File: src/cpg_consts.vh
// Constants for the carrier pulse generator
`ifndef CPG_CONSTS_VH
`define CPG_CONSTS_VH
`define CPG_W            8
`define CPG_ZERO         8'h00
`define CPG_ONE          8'h01
`define CPG_CKS_W        3
`define CPG_PRE_W        8
`define CPG_LOAD_CLKS    2'h3
`define CPG_ADDR_W       4
`define CPG_REG_LOW      4'h0
`define CPG_REG_HIGH     4'h1
`define CPG_REG_MODE     4'h2
`define CPG_REG_CTRL     4'h3
`define CPG_REG_STAT     4'h4
`define CPG_MODE_EN_BIT  7
`define CPG_CTRL_GATEB   0
`define CPG_CTRL_REMOTE  1
`define CPG_CTRL_ACTIVE  2
`endif

File: src/cpg_carrier.v
// Carrier generator mode timer with gated carrier output
//
// Overview of operation
// - High compare reload needs three count clocks
// - Counter stopped while carrier timer enable low
// - Enable starts count, carrier held inactive
// - First comparison uses low-width value
// - Low match: irq, invert, clear, select high
// - High match: irq, invert, clear, select low
// - Equal compares give 50% duty
// - Gating irq synchronised to count clock
// - Transfer pulse copies gate buffer to active
// - Gate low, carrier low: output low
// - Pulses start at carrier rising edge only
// - High pulse kept full width on gate drop
// - High compare write latched until old match while running
// - Next high match uses newly written value
// - Output table of remote enable and gate
// - Transfer lands second count clock after pulse
//
// Design decisions made here: the strobed register port and the address map.
`include "cpg_consts.vh"
module cpg_carrier #(
  parameter W     = `CPG_W,
  parameter PRE_W = `CPG_PRE_W
) (
  input  wire                  mclk_i,                  // 50 MHz system clock
  input  wire                  nrst_i,                  // Async reset, active low
  input  wire [`CPG_ADDR_W-1:0] addr_i,                 // Register address
  input  wire [W-1:0]          wdata_i,                 // Write data
  input  wire                  wr_i,                    // Write strobe
  input  wire                  rd_i,                    // Read strobe
  output reg  [W-1:0]          rdata_o,                 // Read data, cycle after strobe
  input  wire                  gating_timer_match_irq_i, // Gating timer match, async
  input  wire                  gating_timer_enable_i,   // Gating timer running, async
  output reg                   carrier_match_irq_o,     // One-cycle match pulse
  output reg                   carrier_out_pin_o        // Carrier output pin
);
  // ************************************************************
  // Registers
  // ************************************************************
  reg [W-1:0]            low_width_compare;
  reg [W-1:0]            high_width_compare;       // Active high compare
  reg [W-1:0]            high_width_latch;         // Software written value
  reg                    high_pending;
  reg [1:0]              load_age;                 // Count clocks since write
  reg                    carrier_timer_enable;
  reg [`CPG_CKS_W-1:0]   count_clock_select;
  reg                    carrier_gate_buffer;
  reg                    carrier_gate_active;
  reg                    remote_output_enable;
  reg [W-1:0]            count;
  reg                    sel_high;
  reg                    carrier_clk;
  reg                    carrier_seen_low;
  reg                    emitting;
  reg                    first_tick;

  wire tick;
  wire cmp_hit;
  wire [W-1:0] cmp_val;

  // ************************************************************
  // Count clock
  // ************************************************************
  cpg_tick_gen #(
    .PRE_W (PRE_W)
  ) u_tick (
    .mclk_i (mclk_i),
    .nrst_i (nrst_i),
    .run_i  (carrier_timer_enable),
    .sel_i  (count_clock_select),
    .tick_o (tick)
  );

  // ************************************************************
  // Input synchronisers
  // ************************************************************
  reg irq_s1;
  reg irq_s2;
  reg irq_s3;
  reg en_s1;
  reg en_s2;
  reg irq_seen;
  reg synced_transfer_pulse;
  reg xfer_wait;

  always @(posedge mclk_i or negedge nrst_i) begin
    if (!nrst_i) begin
      irq_s1 <= 1'b0;
      irq_s2 <= 1'b0;
      irq_s3 <= 1'b0;
      en_s1  <= 1'b0;
      en_s2  <= 1'b0;
    end else begin
      irq_s1 <= gating_timer_match_irq_i;
      irq_s2 <= irq_s1;
      irq_s3 <= irq_s2;
      en_s1  <= gating_timer_enable_i;
      en_s2  <= en_s1;
    end
  end

  // Rising edge held until the next count clock, since the irq may be shorter
  // than a count clock period
  always @(posedge mclk_i or negedge nrst_i) begin
    if (!nrst_i) begin
      irq_seen              <= 1'b0;
      synced_transfer_pulse <= 1'b0;
      xfer_wait             <= 1'b0;
    end else begin
      if (irq_s2 && !irq_s3) begin
        irq_seen <= 1'b1;
      end else if (tick) begin
        irq_seen <= 1'b0;
      end
      if (tick) begin
        synced_transfer_pulse <= irq_seen;
        xfer_wait             <= synced_transfer_pulse;
      end
    end
  end

  // ************************************************************
  // Register writes
  // ************************************************************
  always @(posedge mclk_i or negedge nrst_i) begin
    if (!nrst_i) begin
      low_width_compare    <= `CPG_ONE;
      high_width_latch     <= `CPG_ONE;
      carrier_timer_enable <= 1'b0;
      count_clock_select   <= {`CPG_CKS_W{1'b0}};
      carrier_gate_buffer  <= 1'b0;
      remote_output_enable <= 1'b0;
    end else if (wr_i) begin
      case (addr_i)
        `CPG_REG_LOW: begin
          low_width_compare <= wdata_i;
        end
        `CPG_REG_HIGH: begin
          high_width_latch <= wdata_i;
        end
        `CPG_REG_MODE: begin
          carrier_timer_enable <= wdata_i[`CPG_MODE_EN_BIT];
          count_clock_select   <= wdata_i[`CPG_CKS_W-1:0];
        end
        `CPG_REG_CTRL: begin
          carrier_gate_buffer  <= wdata_i[`CPG_CTRL_GATEB];
          remote_output_enable <= wdata_i[`CPG_CTRL_REMOTE];
        end
        default: begin
          carrier_gate_buffer <= carrier_gate_buffer;
        end
      endcase
    end
  end

  // ************************************************************
  // High compare reload
  // ************************************************************
  always @(posedge mclk_i or negedge nrst_i) begin
    if (!nrst_i) begin
      high_width_compare <= `CPG_ONE;
      high_pending       <= 1'b0;
      load_age           <= 2'h0;
    end else if (wr_i && addr_i == `CPG_REG_HIGH) begin
      high_pending <= 1'b1;
      load_age     <= 2'h0;
      if (!carrier_timer_enable) begin
        high_width_compare <= wdata_i;
      end
    end else if (!carrier_timer_enable) begin
      high_pending <= 1'b0;
      load_age     <= `CPG_LOAD_CLKS;
    end else if (tick) begin
      if (load_age != `CPG_LOAD_CLKS) begin
        load_age <= load_age + 2'h1;
      end
      // Transfer only on the old high match, once the value has aged
      if (high_pending && sel_high && cmp_hit && load_age == `CPG_LOAD_CLKS) begin
        high_width_compare <= high_width_latch;
        high_pending       <= 1'b0;
      end
    end
  end

  // ************************************************************
  // Counter and carrier clock
  // ************************************************************
  assign cmp_val = sel_high ? high_width_compare : low_width_compare;
  assign cmp_hit = (count == cmp_val);

  always @(posedge mclk_i or negedge nrst_i) begin
    if (!nrst_i) begin
      count               <= `CPG_ZERO;
      sel_high            <= 1'b0;
      carrier_clk         <= 1'b0;
      carrier_match_irq_o <= 1'b0;
      first_tick          <= 1'b1;
    end else if (!carrier_timer_enable) begin
      count               <= `CPG_ZERO;
      sel_high            <= 1'b0;
      carrier_clk         <= 1'b0;
      carrier_match_irq_o <= 1'b0;
      first_tick          <= 1'b1;
    end else begin
      carrier_match_irq_o <= 1'b0;
      if (tick) begin
        if (first_tick) begin
          // Start masks one count clock; carrier stays inactive
          first_tick <= 1'b0;
        end else if (cmp_hit) begin
          carrier_match_irq_o <= 1'b1;
          carrier_clk         <= ~carrier_clk;
          count               <= `CPG_ZERO;
          sel_high            <= ~sel_high;
        end else begin
          count <= count + `CPG_ONE;
        end
      end
    end
  end

  // Stopped flag for both enables low; not used, the counter stops on the block enable alone
  wire stopped;
  assign stopped = !carrier_timer_enable && !en_s2;

  // ************************************************************
  // Gate transfer
  // ************************************************************
  always @(posedge mclk_i or negedge nrst_i) begin
    if (!nrst_i) begin
      carrier_gate_active <= 1'b0;
    end else if (tick && xfer_wait) begin
      carrier_gate_active <= carrier_gate_buffer;
    end
  end

  // ************************************************************
  // Output pin
  // ************************************************************
  wire carrier_rise;
  assign carrier_rise = tick && !first_tick && cmp_hit && !carrier_clk;

  always @(posedge mclk_i or negedge nrst_i) begin
    if (!nrst_i) begin
      emitting          <= 1'b0;
      carrier_seen_low  <= 1'b0;
      carrier_out_pin_o <= 1'b0;
    end else begin
      carrier_seen_low <= 1'b0;
      if (!carrier_timer_enable || !remote_output_enable) begin
        emitting <= 1'b0;
      end else if (carrier_rise) begin
        // Only a fresh rising edge opens the gate, never mid-pulse
        emitting <= carrier_gate_active;
      end else if (!carrier_gate_active && !carrier_clk) begin
        emitting <= 1'b0;
      end
      if (!remote_output_enable) begin
        carrier_out_pin_o <= carrier_gate_buffer;
      end else if (!carrier_timer_enable) begin
        carrier_out_pin_o <= 1'b0;
      end else if (carrier_rise) begin
        carrier_out_pin_o <= carrier_gate_active;
      end else if (tick && !first_tick && cmp_hit) begin
        carrier_out_pin_o <= 1'b0;
      end else if (!emitting) begin
        carrier_out_pin_o <= 1'b0;
      end
    end
  end

  // ************************************************************
  // Read back
  // ************************************************************
  always @(posedge mclk_i or negedge nrst_i) begin
    if (!nrst_i) begin
      rdata_o <= `CPG_ZERO;
    end else if (rd_i) begin
      case (addr_i)
        `CPG_REG_LOW:  rdata_o <= low_width_compare;
        `CPG_REG_HIGH: rdata_o <= high_width_compare;
        `CPG_REG_MODE: rdata_o <= {carrier_timer_enable, {(W-1-`CPG_CKS_W){1'b0}},
                                   count_clock_select};
        `CPG_REG_CTRL: rdata_o <= {{(W-3){1'b0}}, carrier_gate_active,
                                   remote_output_enable, carrier_gate_buffer};
        `CPG_REG_STAT: rdata_o <= count;
        default:       rdata_o <= `CPG_ZERO;
      endcase
    end else begin
      rdata_o <= `CPG_ZERO;
    end
  end
endmodule

File: src/cpg_tick_gen.v
// Count clock enable generator: divides mclk by two to the power of the selection
`include "cpg_consts.vh"
module cpg_tick_gen #(
  parameter PRE_W = `CPG_PRE_W
) (
  input  wire                  mclk_i,   // System clock
  input  wire                  nrst_i,   // Async reset, active low
  input  wire                  run_i,    // Prescaler runs while high
  input  wire [`CPG_CKS_W-1:0] sel_i,    // Count clock selection
  output reg                   tick_o    // One-cycle count clock pulse
);
  reg  [PRE_W-1:0] pre;
  wire [PRE_W-1:0] mask;
  wire [PRE_W:0]   ones;

  assign ones = ({{PRE_W{1'b0}}, 1'b1} << sel_i);
  assign mask = ones[PRE_W-1:0] - {{(PRE_W-1){1'b0}}, 1'b1};

  always @(posedge mclk_i or negedge nrst_i) begin
    if (!nrst_i) begin
      pre    <= {PRE_W{1'b0}};
      tick_o <= 1'b0;
    end else if (!run_i) begin
      pre    <= {PRE_W{1'b0}};
      tick_o <= 1'b0;
    end else begin
      pre    <= pre + {{(PRE_W-1){1'b0}}, 1'b1};
      tick_o <= ((pre & mask) == mask);
    end
  end
endmodule
File: config.mk
export PLATFORM = sky130hd
export DESIGN_NAME = cpg_carrier
export DESIGN_NICKNAME = d
export VERILOG_FILES = /design/src/cpg_carrier.v /design/src/cpg_tick_gen.v
export VERILOG_INCLUDE_DIRS = /design/src
export SDC_FILE = /design/constraint.sdc
export NUM_CORES = 1
export LEC_CHECK = 0
export BUFFER_PORTS_ARGS = -buffer_cell sky130_fd_sc_hd__buf_2
export CAP_MARGIN = 20
export CORE_UTILIZATION = 46
export CTS_CLUSTER_DIAMETER = 60
export DETAILED_ROUTE_END_ITERATION = 6
export PLACE_DENSITY = 0.6
export SLEW_MARGIN = 20
export SYNTH_ARGS = -nofsm -noshare
export SYNTH_HDL_FRONTEND = slang
export SYNTH_HIERARCHICAL = 1
export SYNTH_SLANG_ARGS = --single-unit
export TNS_END_PERCENT = 20
File: constraint.sdc
create_clock -name mclk_i -period 2.25 [get_ports mclk_i]
set_input_delay 0.3375 -clock mclk_i [delete_from_list [all_inputs] [get_ports mclk_i]]
set_output_delay 0.3375 -clock mclk_i [all_outputs]
set_load 0.01 [all_outputs]
Word-level counts from Yosys, hierarchy flattened

Index checks and enable logic that the tools add are counted.
Widths: inputs -> output; s select.

Flip-flop bits (word level): 71
Latch bits: 0
Bits in writable memories: 0
Memory bits (read-only): 0
Logic and storage cells: 127
Memories kept: 0

Add/sub/neg operators: 4
Multipliers: 0
Divide/modulo/power cells: 0
$lt $le $gt $ge: 0
Equal/unequal tests: 16
Shift-type cells: 1
Muxes and demuxes: 45
Bitwise logic cells: 3
Reductions and logical operators: 32

Operator list:

| kind                | number |
|---|---|
| $mux 8              | 12 |
| $pmux 8 s5          | 1 |
| $mux 1              | 28 |
| $add 8x1->8 const B | 2 |
| $eq 8x8->1          | 2 |
| $reduce_and 2->1    | 7 |
| $logic_and 1x1->1   | 10 |
| $ne 3x1->1 const B  | 3 |
| $and 8x8->8         | 1 |
| $eq 4x2->1 const B  | 2 |
| $mux 2              | 4 |
| $reduce_bool 2->1   | 4 |
| $shl 1x3->8 const A | 1 |
| $sub 8x1->8 const B | 1 |
| $logic_not 1->1     | 6 |
| $ne 2x2->1 const B  | 3 |
| $ne 5x3->1 const B  | 1 |
| $eq 4x1->1 const B  | 1 |
| $eq 4x3->1 const B  | 1 |
| $logic_not 4->1     | 1 |
| $ne 2x1->1 const B  | 2 |
| $reduce_and 4->1    | 1 |
| $reduce_and 3->1    | 1 |
| $reduce_bool 3->1   | 1 |
| 4 further kinds     | 5 |

Logic depth before layout (Yosys ltp)

Gate-level depths: netlist (run 1).

Depth in word-level cells: 8
Gate-level depth with buffers: 10

Cells and area by module

The synthesis (run 1) kept the hierarchy.

Modules (own cells, without submodules):

| module       | instances | cells each | area an instance (um^2) |
|---|---|---|---|
| cpg_carrier  | 1         | 264        | 3065.4 |
| cpg_tick_gen | 1         | 46         | 470.5 |

Least setup slack after synthesis (run 1)

OpenSTA, ideal clock, no wires.

Kind: input port to flip-flop
Start: input port addr_i[0]
End: register high_width_compare[1]
Arrival time: 2.224 ns
Required time: 2.163 ns
Slack: -0.061 ns
Stages on the path: 9
Cells stage by stage: buf_4 -> nor4b_4 -> nand2_2 -> buf_2 -> clkbuf_1 -> ha_1 -> nor2_1 -> nand4_1 -> o211ai_1

Word-level cells in the longest chain between the ends: 4

Ends and longest elaborated chain:

| element                                                          | RTL line          | RTL |
|---|---|---|
| start: declaration                                               | cpg_carrier.v:29  | `` input wire [`CPG_ADDR_W-1:0] addr_i, `` |
| $eq 4x1->1 *                                                     | --                |  |
| $logic_and 1x1->1 (no line) *                                    | --                |  |
| $ne 2x2->1 (no line) / $reduce_bool 2->1 (equally long branches) | --                |  |
| $reduce_and 4->1 (no line)                                       | --                |  |
| end signal: assignment                                           | cpg_carrier.v:163 | `` high_width_compare <= `CPG_ONE; `` |
| end signal: assignment                                           | cpg_carrier.v:170 | `high_width_compare <= wdata_i;` |
| end signal: assignment                                           | cpg_carrier.v:181 | `high_width_compare <= high_width_latch;` |
| end: declaration                                                 | cpg_carrier.v:43  | `reg [W-1:0] high_width_compare;` |

Every way passes the cells marked *; elsewhere a longest branch is shown, timed or not.
A chain may end at the register's enable or synchronous reset.

Worst setup path after layout (run 1)

Start: register sel_high
End: register count[7]

Word-level cells in the longest chain between the ends: 6

Ends and longest elaborated chain:

| element                  | RTL line          | RTL |
|---|---|---|
| start: declaration       | cpg_carrier.v:53  | `reg sel_high;` |
| start signal: assignment | cpg_carrier.v:216 | `sel_high <= ~sel_high;` |
| $mux 8                   | cpg_carrier.v:190 | `assign cmp_val = sel_high ? high_width_compare : low_width_compare;` |
| $eq 8x8->1               | cpg_carrier.v:191 | `assign cmp_hit = (count == cmp_val);` |
| $mux 8                   | cpg_carrier.v:212 | `end else if (cmp_hit) begin` |
| $mux 8                   | cpg_carrier.v:209 | `if (first_tick) begin` |
| $mux 8                   | cpg_carrier.v:208 | `if (tick) begin` |
| $mux 8                   | cpg_carrier.v:200 | `end else if (!carrier_timer_enable) begin` |
| end signal: assignment   | cpg_carrier.v:201 | `` count <= `CPG_ZERO; `` |
| end signal: assignment   | cpg_carrier.v:215 | `` count <= `CPG_ZERO; `` |
| end signal: assignment   | cpg_carrier.v:218 | `` count <= count + `CPG_ONE; `` |
| end: declaration         | cpg_carrier.v:52  | `reg [W-1:0] count;` |

Every way passes these cells. The select of a mux whose other input is x is not followed.

==> results.sh, run 1 <==
export IMPL_synth_nets=333
export IMPL_max_slew_margin_pct=57.98
export IMPL_grt_overflow=0
export IMPL_slew_violations=0
export IMPL_die_height_um=89.68
export IMPL_timing_fmax_mhz=501.7
export IMPL_hold_viol=0
export IMPL_busiest_layer="met1"
export IMPL_ys_warn_count=6
export IMPL_period_share_pct=88.60
export IMPL_utilization_pct=55.21
export IMPL_clockBufferDepth=2
export IMPL_cp_required_ns=2.48
export IMPL_power_share_combinational_pct=21.9
export IMPL_yosysMostFrequentCell="dfrtp_1"
export IMPL_timing_final_ws_setup_ns=0.2566
export IMPL_p_int_mw=2.199
export IMPL_antenna_found_initial=0
export IMPL_h_tree_depth=3
export IMPL_worst_pin_slew_ns=0.6303
export IMPL_synth_seq_cells=70
export IMPL_vias=2575
export IMPL_drt_iter0_markers=149
export IMPL_vdd_drop_max_v=0.0004753
export IMPL_pwr_share_seq_pct=50.6
export IMPL_grt_pass1_wl_um=12530
export IMPL_cts_tree="done"
export IMPL_p_leak_nw=1.817
export IMPL_power_clock_fraction_pct=27.5
export IMPL_synth_area_top_cells="dfrtp_1, mux2_2, xnor2_1, a22oi_1, mux2i_1"
export IMPL_use_met2_pct=30.99
export IMPL_area_growth_syn_to_layout_pct=14.47
export IMPL_p_sw_mw=0.9728
export IMPL_path_class="flop to flop"
export IMPL_pwr_density_cell_nw_per_um2=783.7
export IMPL_detail_route_vias_per_cell=5.647
export IMPL_drc=0
export IMPL_cts_buffers=9
export IMPL_use_met3_pct=3.656
export IMPL_drive_gt1_share_pct=28.57
export IMPL_routed_wl_um=7850
export IMPL_io_buffers=26
export IMPL_die_x_um=89.68
export IMPL_synth_flop_cell="dfrtp_1"
export IMPL_cp_end_kind="flop"
export IMPL_rsz0062_at_grt="false"
export IMPL_path_clk_slew_ns=0.07
export IMPL_start_util_pct=48.23
export IMPL_cts_root_buf="clkbuf_8"
export IMPL_grt_pass1_vias=2444
export IMPL_dieArea_um2=8042
export IMPL_clkLatencyLatePin_ns=0.34
export IMPL_rows=31
export IMPL_drv_cap=0
export IMPL_coreArea_um2=7331
export IMPL_groute_usage_overall_pct=21.30
export IMPL_ys_top_cells_by_count="dfrtp_1, mux2_2, nand2_1"
export IMPL_critPathMaxFanout=9
export IMPL_n_antenna_cell=0
export IMPL_seq_area_frac_synth_pct=49.68
export IMPL_pin_count=28
export IMPL_syn_area_per_cell_um2=11.41
export IMPL_numClockSinks=70
export IMPL_finalSetupTns_ns=0
export IMPL_synth_distinct_cells=52
export IMPL_final_cell_area_um2=4048
export IMPL_synth_area_leader_cell="dfrtp_1"
export IMPL_synth_edf_count=0
export IMPL_min_period_ns=1.993
export IMPL_synthCells=310
export IMPL_synth_top_area_share_pct=46.71
export IMPL_crit_start="sel_high$_DFFE_PN0P_"
export IMPL_netlist_area_um2=3536
export IMPL_wl_per_cell_um=17.21
export IMPL_outcome="completed"
export IMPL_layout_nets=375
export IMPL_dpl_worst_slack_ns=0.1328
export IMPL_setup_viol=0
export IMPL_hpwlAfterDp_um=5576
export IMPL_gp_congestion=0.7912
export IMPL_hp_class="primary input to asynchronous set/reset pin"
export IMPL_grt_util_met1_pct=31.58
export IMPL_p_total_mw=3.172
export IMPL_cp_data_arrival_time_ns=2.22
export IMPL_r2r_start="sel_high$_DFFE_PN0P_"
export IMPL_fin_skew_ns=0.005972
export IMPL_ant_nets=0
export IMPL_grt_start_max_net_pins=27
export IMPL_synth_async_reset_ratio_pct=100.0
export IMPL_cts_setup_buffers=0
export IMPL_startpoint_type="flop"
export IMPL_dpl_cell_area_um2=3880
export IMPL_dr_pass1_iters=7
export IMPL_switching_share_pct=30.67
power groups by stage:
stage | logic, mW | registers, mW | clock network [mW]
after floorplan | 0.521 | 1.57 | 0
after global placement | 0.676 | 1.62 | 0
after detailed placement | 0.696 | 1.63 | 0
after CTS | 0.702 | 1.61 | 0.898
after global routing | 0.776 | 1.64 | 0.949
final | 0.693 | 1.61 | 0.872
routing by layer:
layer / part of all wire [%] / vias up
met4: 0.97 / 0
li1: - / 1232
met3: 5.6 / 8
met2: 45 / 74
met1: 49 / 1261
met5: 0 / -
area by class of cell:
class	count	area (um2)
fillers	649	3283
clock buffers	11	141.4
well taps	99	123.9
inverters	6	22.52
flip-flops and latches	70	1758
clock inverters	5	25.02
repair buffers	42	275.3
multi-input cells	223	1702
through the flow:
step,std cells,hold WS (ns)
after floorplan,310,0.04191
after global routing,456,0.05228
after detailed placement,440,0.3410
final,456,0.008684
after global placement,440,0.3391
after CTS,456,0.03044
cells in the final DEF, fill, tap and decap left out, types with 3 or more instances in the layout:
| master | instances |
|---|---|
| dfrtp_1 | 65 |
| mux2_2 | 28 |
| nand2_1 | 26 |
| buf_2 | 26 |
| a22oi_1 | 15 |
| xnor2_1 | 15 |
| buf_4 | 14 |
| nor2_1 | 13 |
| mux2i_1 | 11 |
| nand4_1 | 10 |
| clkbuf_8 | 10 |
| a21oi_1 | 9 |
| o211ai_1 | 8 |
| nand3_1 | 8 |
| and3_1 | 7 |
| and2_1 | 7 |
| o21ai_0 | 7 |
| inv_1 | 6 |
| nand2b_1 | 5 |
| clkinv_2 | 5 |
| a222oi_1 | 4 |
| a211oi_1 | 4 |
| xor2_1 | 4 |
| ha_1 | 4 |
| dfstp_2 | 4 |
| nor2b_1 | 3 |
worst max-delay path, cell delays in order, from the launching register on:
cell and delay (ns):
dfrtp_2 0.51, mux2i_1 0.26, xnor2_1 0.12, nor4_4 0.48, nand3_2 0.26, and3_1 0.24
cell families (layout without fill, tap and decap cells):
family,after synthesis,after routing,synth area share (%)
AND/OR/NAND/NOR,96,96,16.17
adder cells (fa/ha/maj),5,5,1.769
AO/OA/AOI/OAI,64,64,13.02
multiplexers,39,39,12.03
buffers and inverters,17,64,2.619
XOR/XNOR,19,19,4.706
flip-flops,70,70,49.68
final timing paths:
| kind | endpoint | slack (ns) | depth (start not counted) |
|---|---|---|---|
| max | count[7]$_DFFE_PN0P_ | 0.26 | 5 |
| max reg2reg | count[7]$_DFFE_PN0P_ | 0.26 | 5 |
| min reg2reg | irq_s2$_DFF_PN0_ | 0.36 | 0 |
| min | u_tick/pre[4]$_DFF_PN0_ | 0.009 | 1 |
| max in group asynchronous | high_width_compare[0]$_DFFE_PN1P_ | 1.61 | 2 |
| min in group mclk_i | irq_s1$_DFF_PN0_ | 0.10 | 1 |
registers in the layout, indices dropped and copies added, names as in the netlist, 2 cells and up:
| name | flops |
|---|---|
| high_width_compare | 8 |
| low_width_compare | 8 |
| count_clock_select | 3 |
| load_age | 2 |
| high_width_latch | 8 |
| count | 8 |
| rdata_o | 8 |
| u_tick/pre | 7 |
timing repair:
item | 4_1_cts | 5_1_grt
setup endpoints to repair | 0 | 13
resized for setup | 0 | 1
hold buffers | 0 | 0
No activity file was read; power rests on OpenSTA's default activity.
==> run 2: changes to the inputs <==
Settings changed: PLACE_DENSITY 0.6 to 0.62.
Clock period 2.25 ns to 1.8 ns, I/O delays scaled along.
==> results.sh, run 2 (synthesis results as in run 1) <==
export IMPL_outcome="complete, but fails checks"
export IMPL_violations="setup timing"
export IMPL_pwr_density_cell_nw_per_um2=987.9
export IMPL_ant_nets=0
export IMPL_clkLatencyLatePin_ns=0.34
export IMPL_dieArea_um2=8042
export IMPL_grt_pass1_vias=2540
export IMPL_cp_cell_sequence="buf_12 > mux2i_4 > xnor2_2 > nor4_4 > buf_6 > buf_4 > buf_6 > nand4_1 > o211ai_1"
export IMPL_grt_util_met1_pct=30.67
export IMPL_groute_usage_overall_pct=21.57
export IMPL_drc=0
export IMPL_cts_tree="done"
export IMPL_n_antenna_cell=0
export IMPL_vdd_drop_max_v=0.0005008
export IMPL_rsz0062_at_grt="true"
export IMPL_ff2ff_path_depth=9
export IMPL_use_met3_pct=3.016
export IMPL_r2r_start="sel_high$_DFFE_PN0P_"
export IMPL_drive_gt1_share_pct=35.94
export IMPL_h_tree_depth=3
export IMPL_slowest_stage="dfrtp_1"
export IMPL_layout_nets=402
export IMPL_grt_overflow=0
export IMPL_cts_buffers=9
export IMPL_area_growth_syn_to_layout_pct=24.63
export IMPL_hold_depth=1
export IMPL_r2r_slack_ns=-0.13
export IMPL_crit_path_end="high_width_compare[0]$_DFFE_PN1P_"
export IMPL_die_height_um=89.68
export IMPL_hpwlAfterDp_um=5577
export IMPL_wl_per_cell_um=16.81
export IMPL_gp_congestion=0.7974
export IMPL_path_class="flop to flop"
export IMPL_final_cell_area_um2=4407
export IMPL_crit_start="sel_high$_DFFE_PN0P_"
export IMPL_final_cell_mix="dfrtp_1, buf_4, mux2_2"
export IMPL_vias=2681
export IMPL_worst_pin_slew_ns=0.5697
export IMPL_timing_final_ws_setup_ns=-0.1349
export IMPL_die_x_um=89.68
export IMPL_cts_root_buf="clkbuf_8"
export IMPL_period_share_pct=107.5
export IMPL_routed_wl_um=8121
export IMPL_fin_skew_ns=0.01063
export IMPL_min_period_ns=1.935
export IMPL_timing_fmax_mhz=516.8
export IMPL_max_slew_margin_pct=61.77
export IMPL_detail_route_vias_per_cell=5.551
export IMPL_slew_violations=0
export IMPL_clockBufferDepth=2
export IMPL_cpMostUsedCell="buf_6"
export IMPL_io_buffers=26
export IMPL_grt_pass1_wl_um=12630
export IMPL_start_util_pct=48.23
export IMPL_rows=31
export IMPL_hold_viol=0
export IMPL_busiest_layer="met2"
export IMPL_dr_pass1_iters=4
export IMPL_drv_cap=0
export IMPL_drt_iter0_markers=131
export IMPL_critPathMaxFanout=8
export IMPL_path_clk_slew_ns=0.08
export IMPL_dpl_cell_area_um2=4030
export IMPL_cp_required_ns=2.05
export IMPL_grt_start_max_net_pins=71
export IMPL_p_leak_nw=1.998
export IMPL_antenna_found_initial=0
export IMPL_startpoint_type="flop"
export IMPL_coreArea_um2=7331
export IMPL_hp_class="primary input to flop"
export IMPL_mostFrequentLayoutCell="dfrtp_1"
export IMPL_dpl_worst_slack_ns=-0.1985
export IMPL_r2r_end="high_width_compare[0]$_DFFE_PN1P_"
export IMPL_use_met2_pct=33.40
export IMPL_pin_count=28
export IMPL_numClockSinks=70
export IMPL_setup_viol=20
export IMPL_cp_end_kind="flop"
export IMPL_cpPeakStageDelay_ns=0.41
export IMPL_p_total_mw=4.354
export IMPL_cp_data_arrival_time_ns=2.19
## run 2: cell count changes in the layout (fill, tap and decap cells not counted), moves of 2 or more
cell      change
xnor2_2       +3
buf_4        +22
xnor2_1       -3
clkinv_4      +2
mux2i_1       -3
mux2i_4       +3
clkinv_2      -3
buf_6         +3
## run 2: worst max-delay path: cells and delay by family, from the launching register on
kind / cells / cell delay (ns)
buf+inv: 4 / 0.54
flops: 1 / 0.41
compound gates: 1 / 0.12
xor+xnor: 1 / 0.18
mux: 1 / 0.18
simple gates: 2 / 0.41
## run 2: worst min path at each step
stage	from	slack, ns	endpoint
after floorplan	nrst_i	-0.03	carrier_clk$_DFFE_PN0P_
after global placement	nrst_i	0.32	u_tick/pre[6]$_DFF_PN0_
after detailed placement	nrst_i	0.32	u_tick/pre[6]$_DFF_PN0_
after CTS	gating_timer_match_irq_i	0.02	irq_s1$_DFF_PN0_
after global routing	gating_timer_match_irq_i	0.02	irq_s1$_DFF_PN0_
final	gating_timer_match_irq_i	0.03	irq_s1$_DFF_PN0_
## run 2: final cells by class
| cell class | count | area (um2) |
|---|---|---|
| fill | 626 | 2924 |
| inverter | 6 | 22.52 |
| multi-input combinational | 223 | 1795 |
| clock buffer | 11 | 151.4 |
| timing repair buffer | 69 | 499.2 |
| clock inverter | 5 | 57.56 |
| sequential | 70 | 1757 |
| tap | 99 | 123.9 |
## run 2: per-layer routing
metal  vias to the layer above  routed length, um
met5                         -                  0
met4                         0                 38
met3                         4                519
met2                        79               3740
met1                      1309               3822
li1                       1289                  -
## run 2: power breakdown
part | switching, mW | total, mW | internal, mW
sequential | 0.173 | 1.97 | 1.80
clock | 0.595 | 1.31 | 0.716
combinational | 0.530 | 1.07 | 0.540
## run 2: metrics by stage
| stage | setup TNS, ns | hold slack, ns | util, % | instances |
|---|---|---|---|---|
| 6_report | -1.578 | 0.03469 | 60.11 | 483 |
| 4_1_cts | -1.552 | 0.01673 | 58.71 | 479 |
| 3_3_place_gp | -1.434 | 0.3218 | 54.98 | 460 |
| 3_5_place_dp | -3.248 | 0.3217 | 54.98 | 460 |
| 5_1_grt | -3.345 | 0.01601 | 60.11 | 483 |
| 2_1_floorplan | -1.652 | -0.02559 | - | 310 |
## run 2: what timing repair did
item                                   in CTS  in global routing
buffers inserted                            3                  4
hold buffers                                1                  0
gates resized for setup                     7                 13
endpoints found under the hold margin      66                  0
pin swaps                                   5                 11
setup endpoints to repair                  22                 22
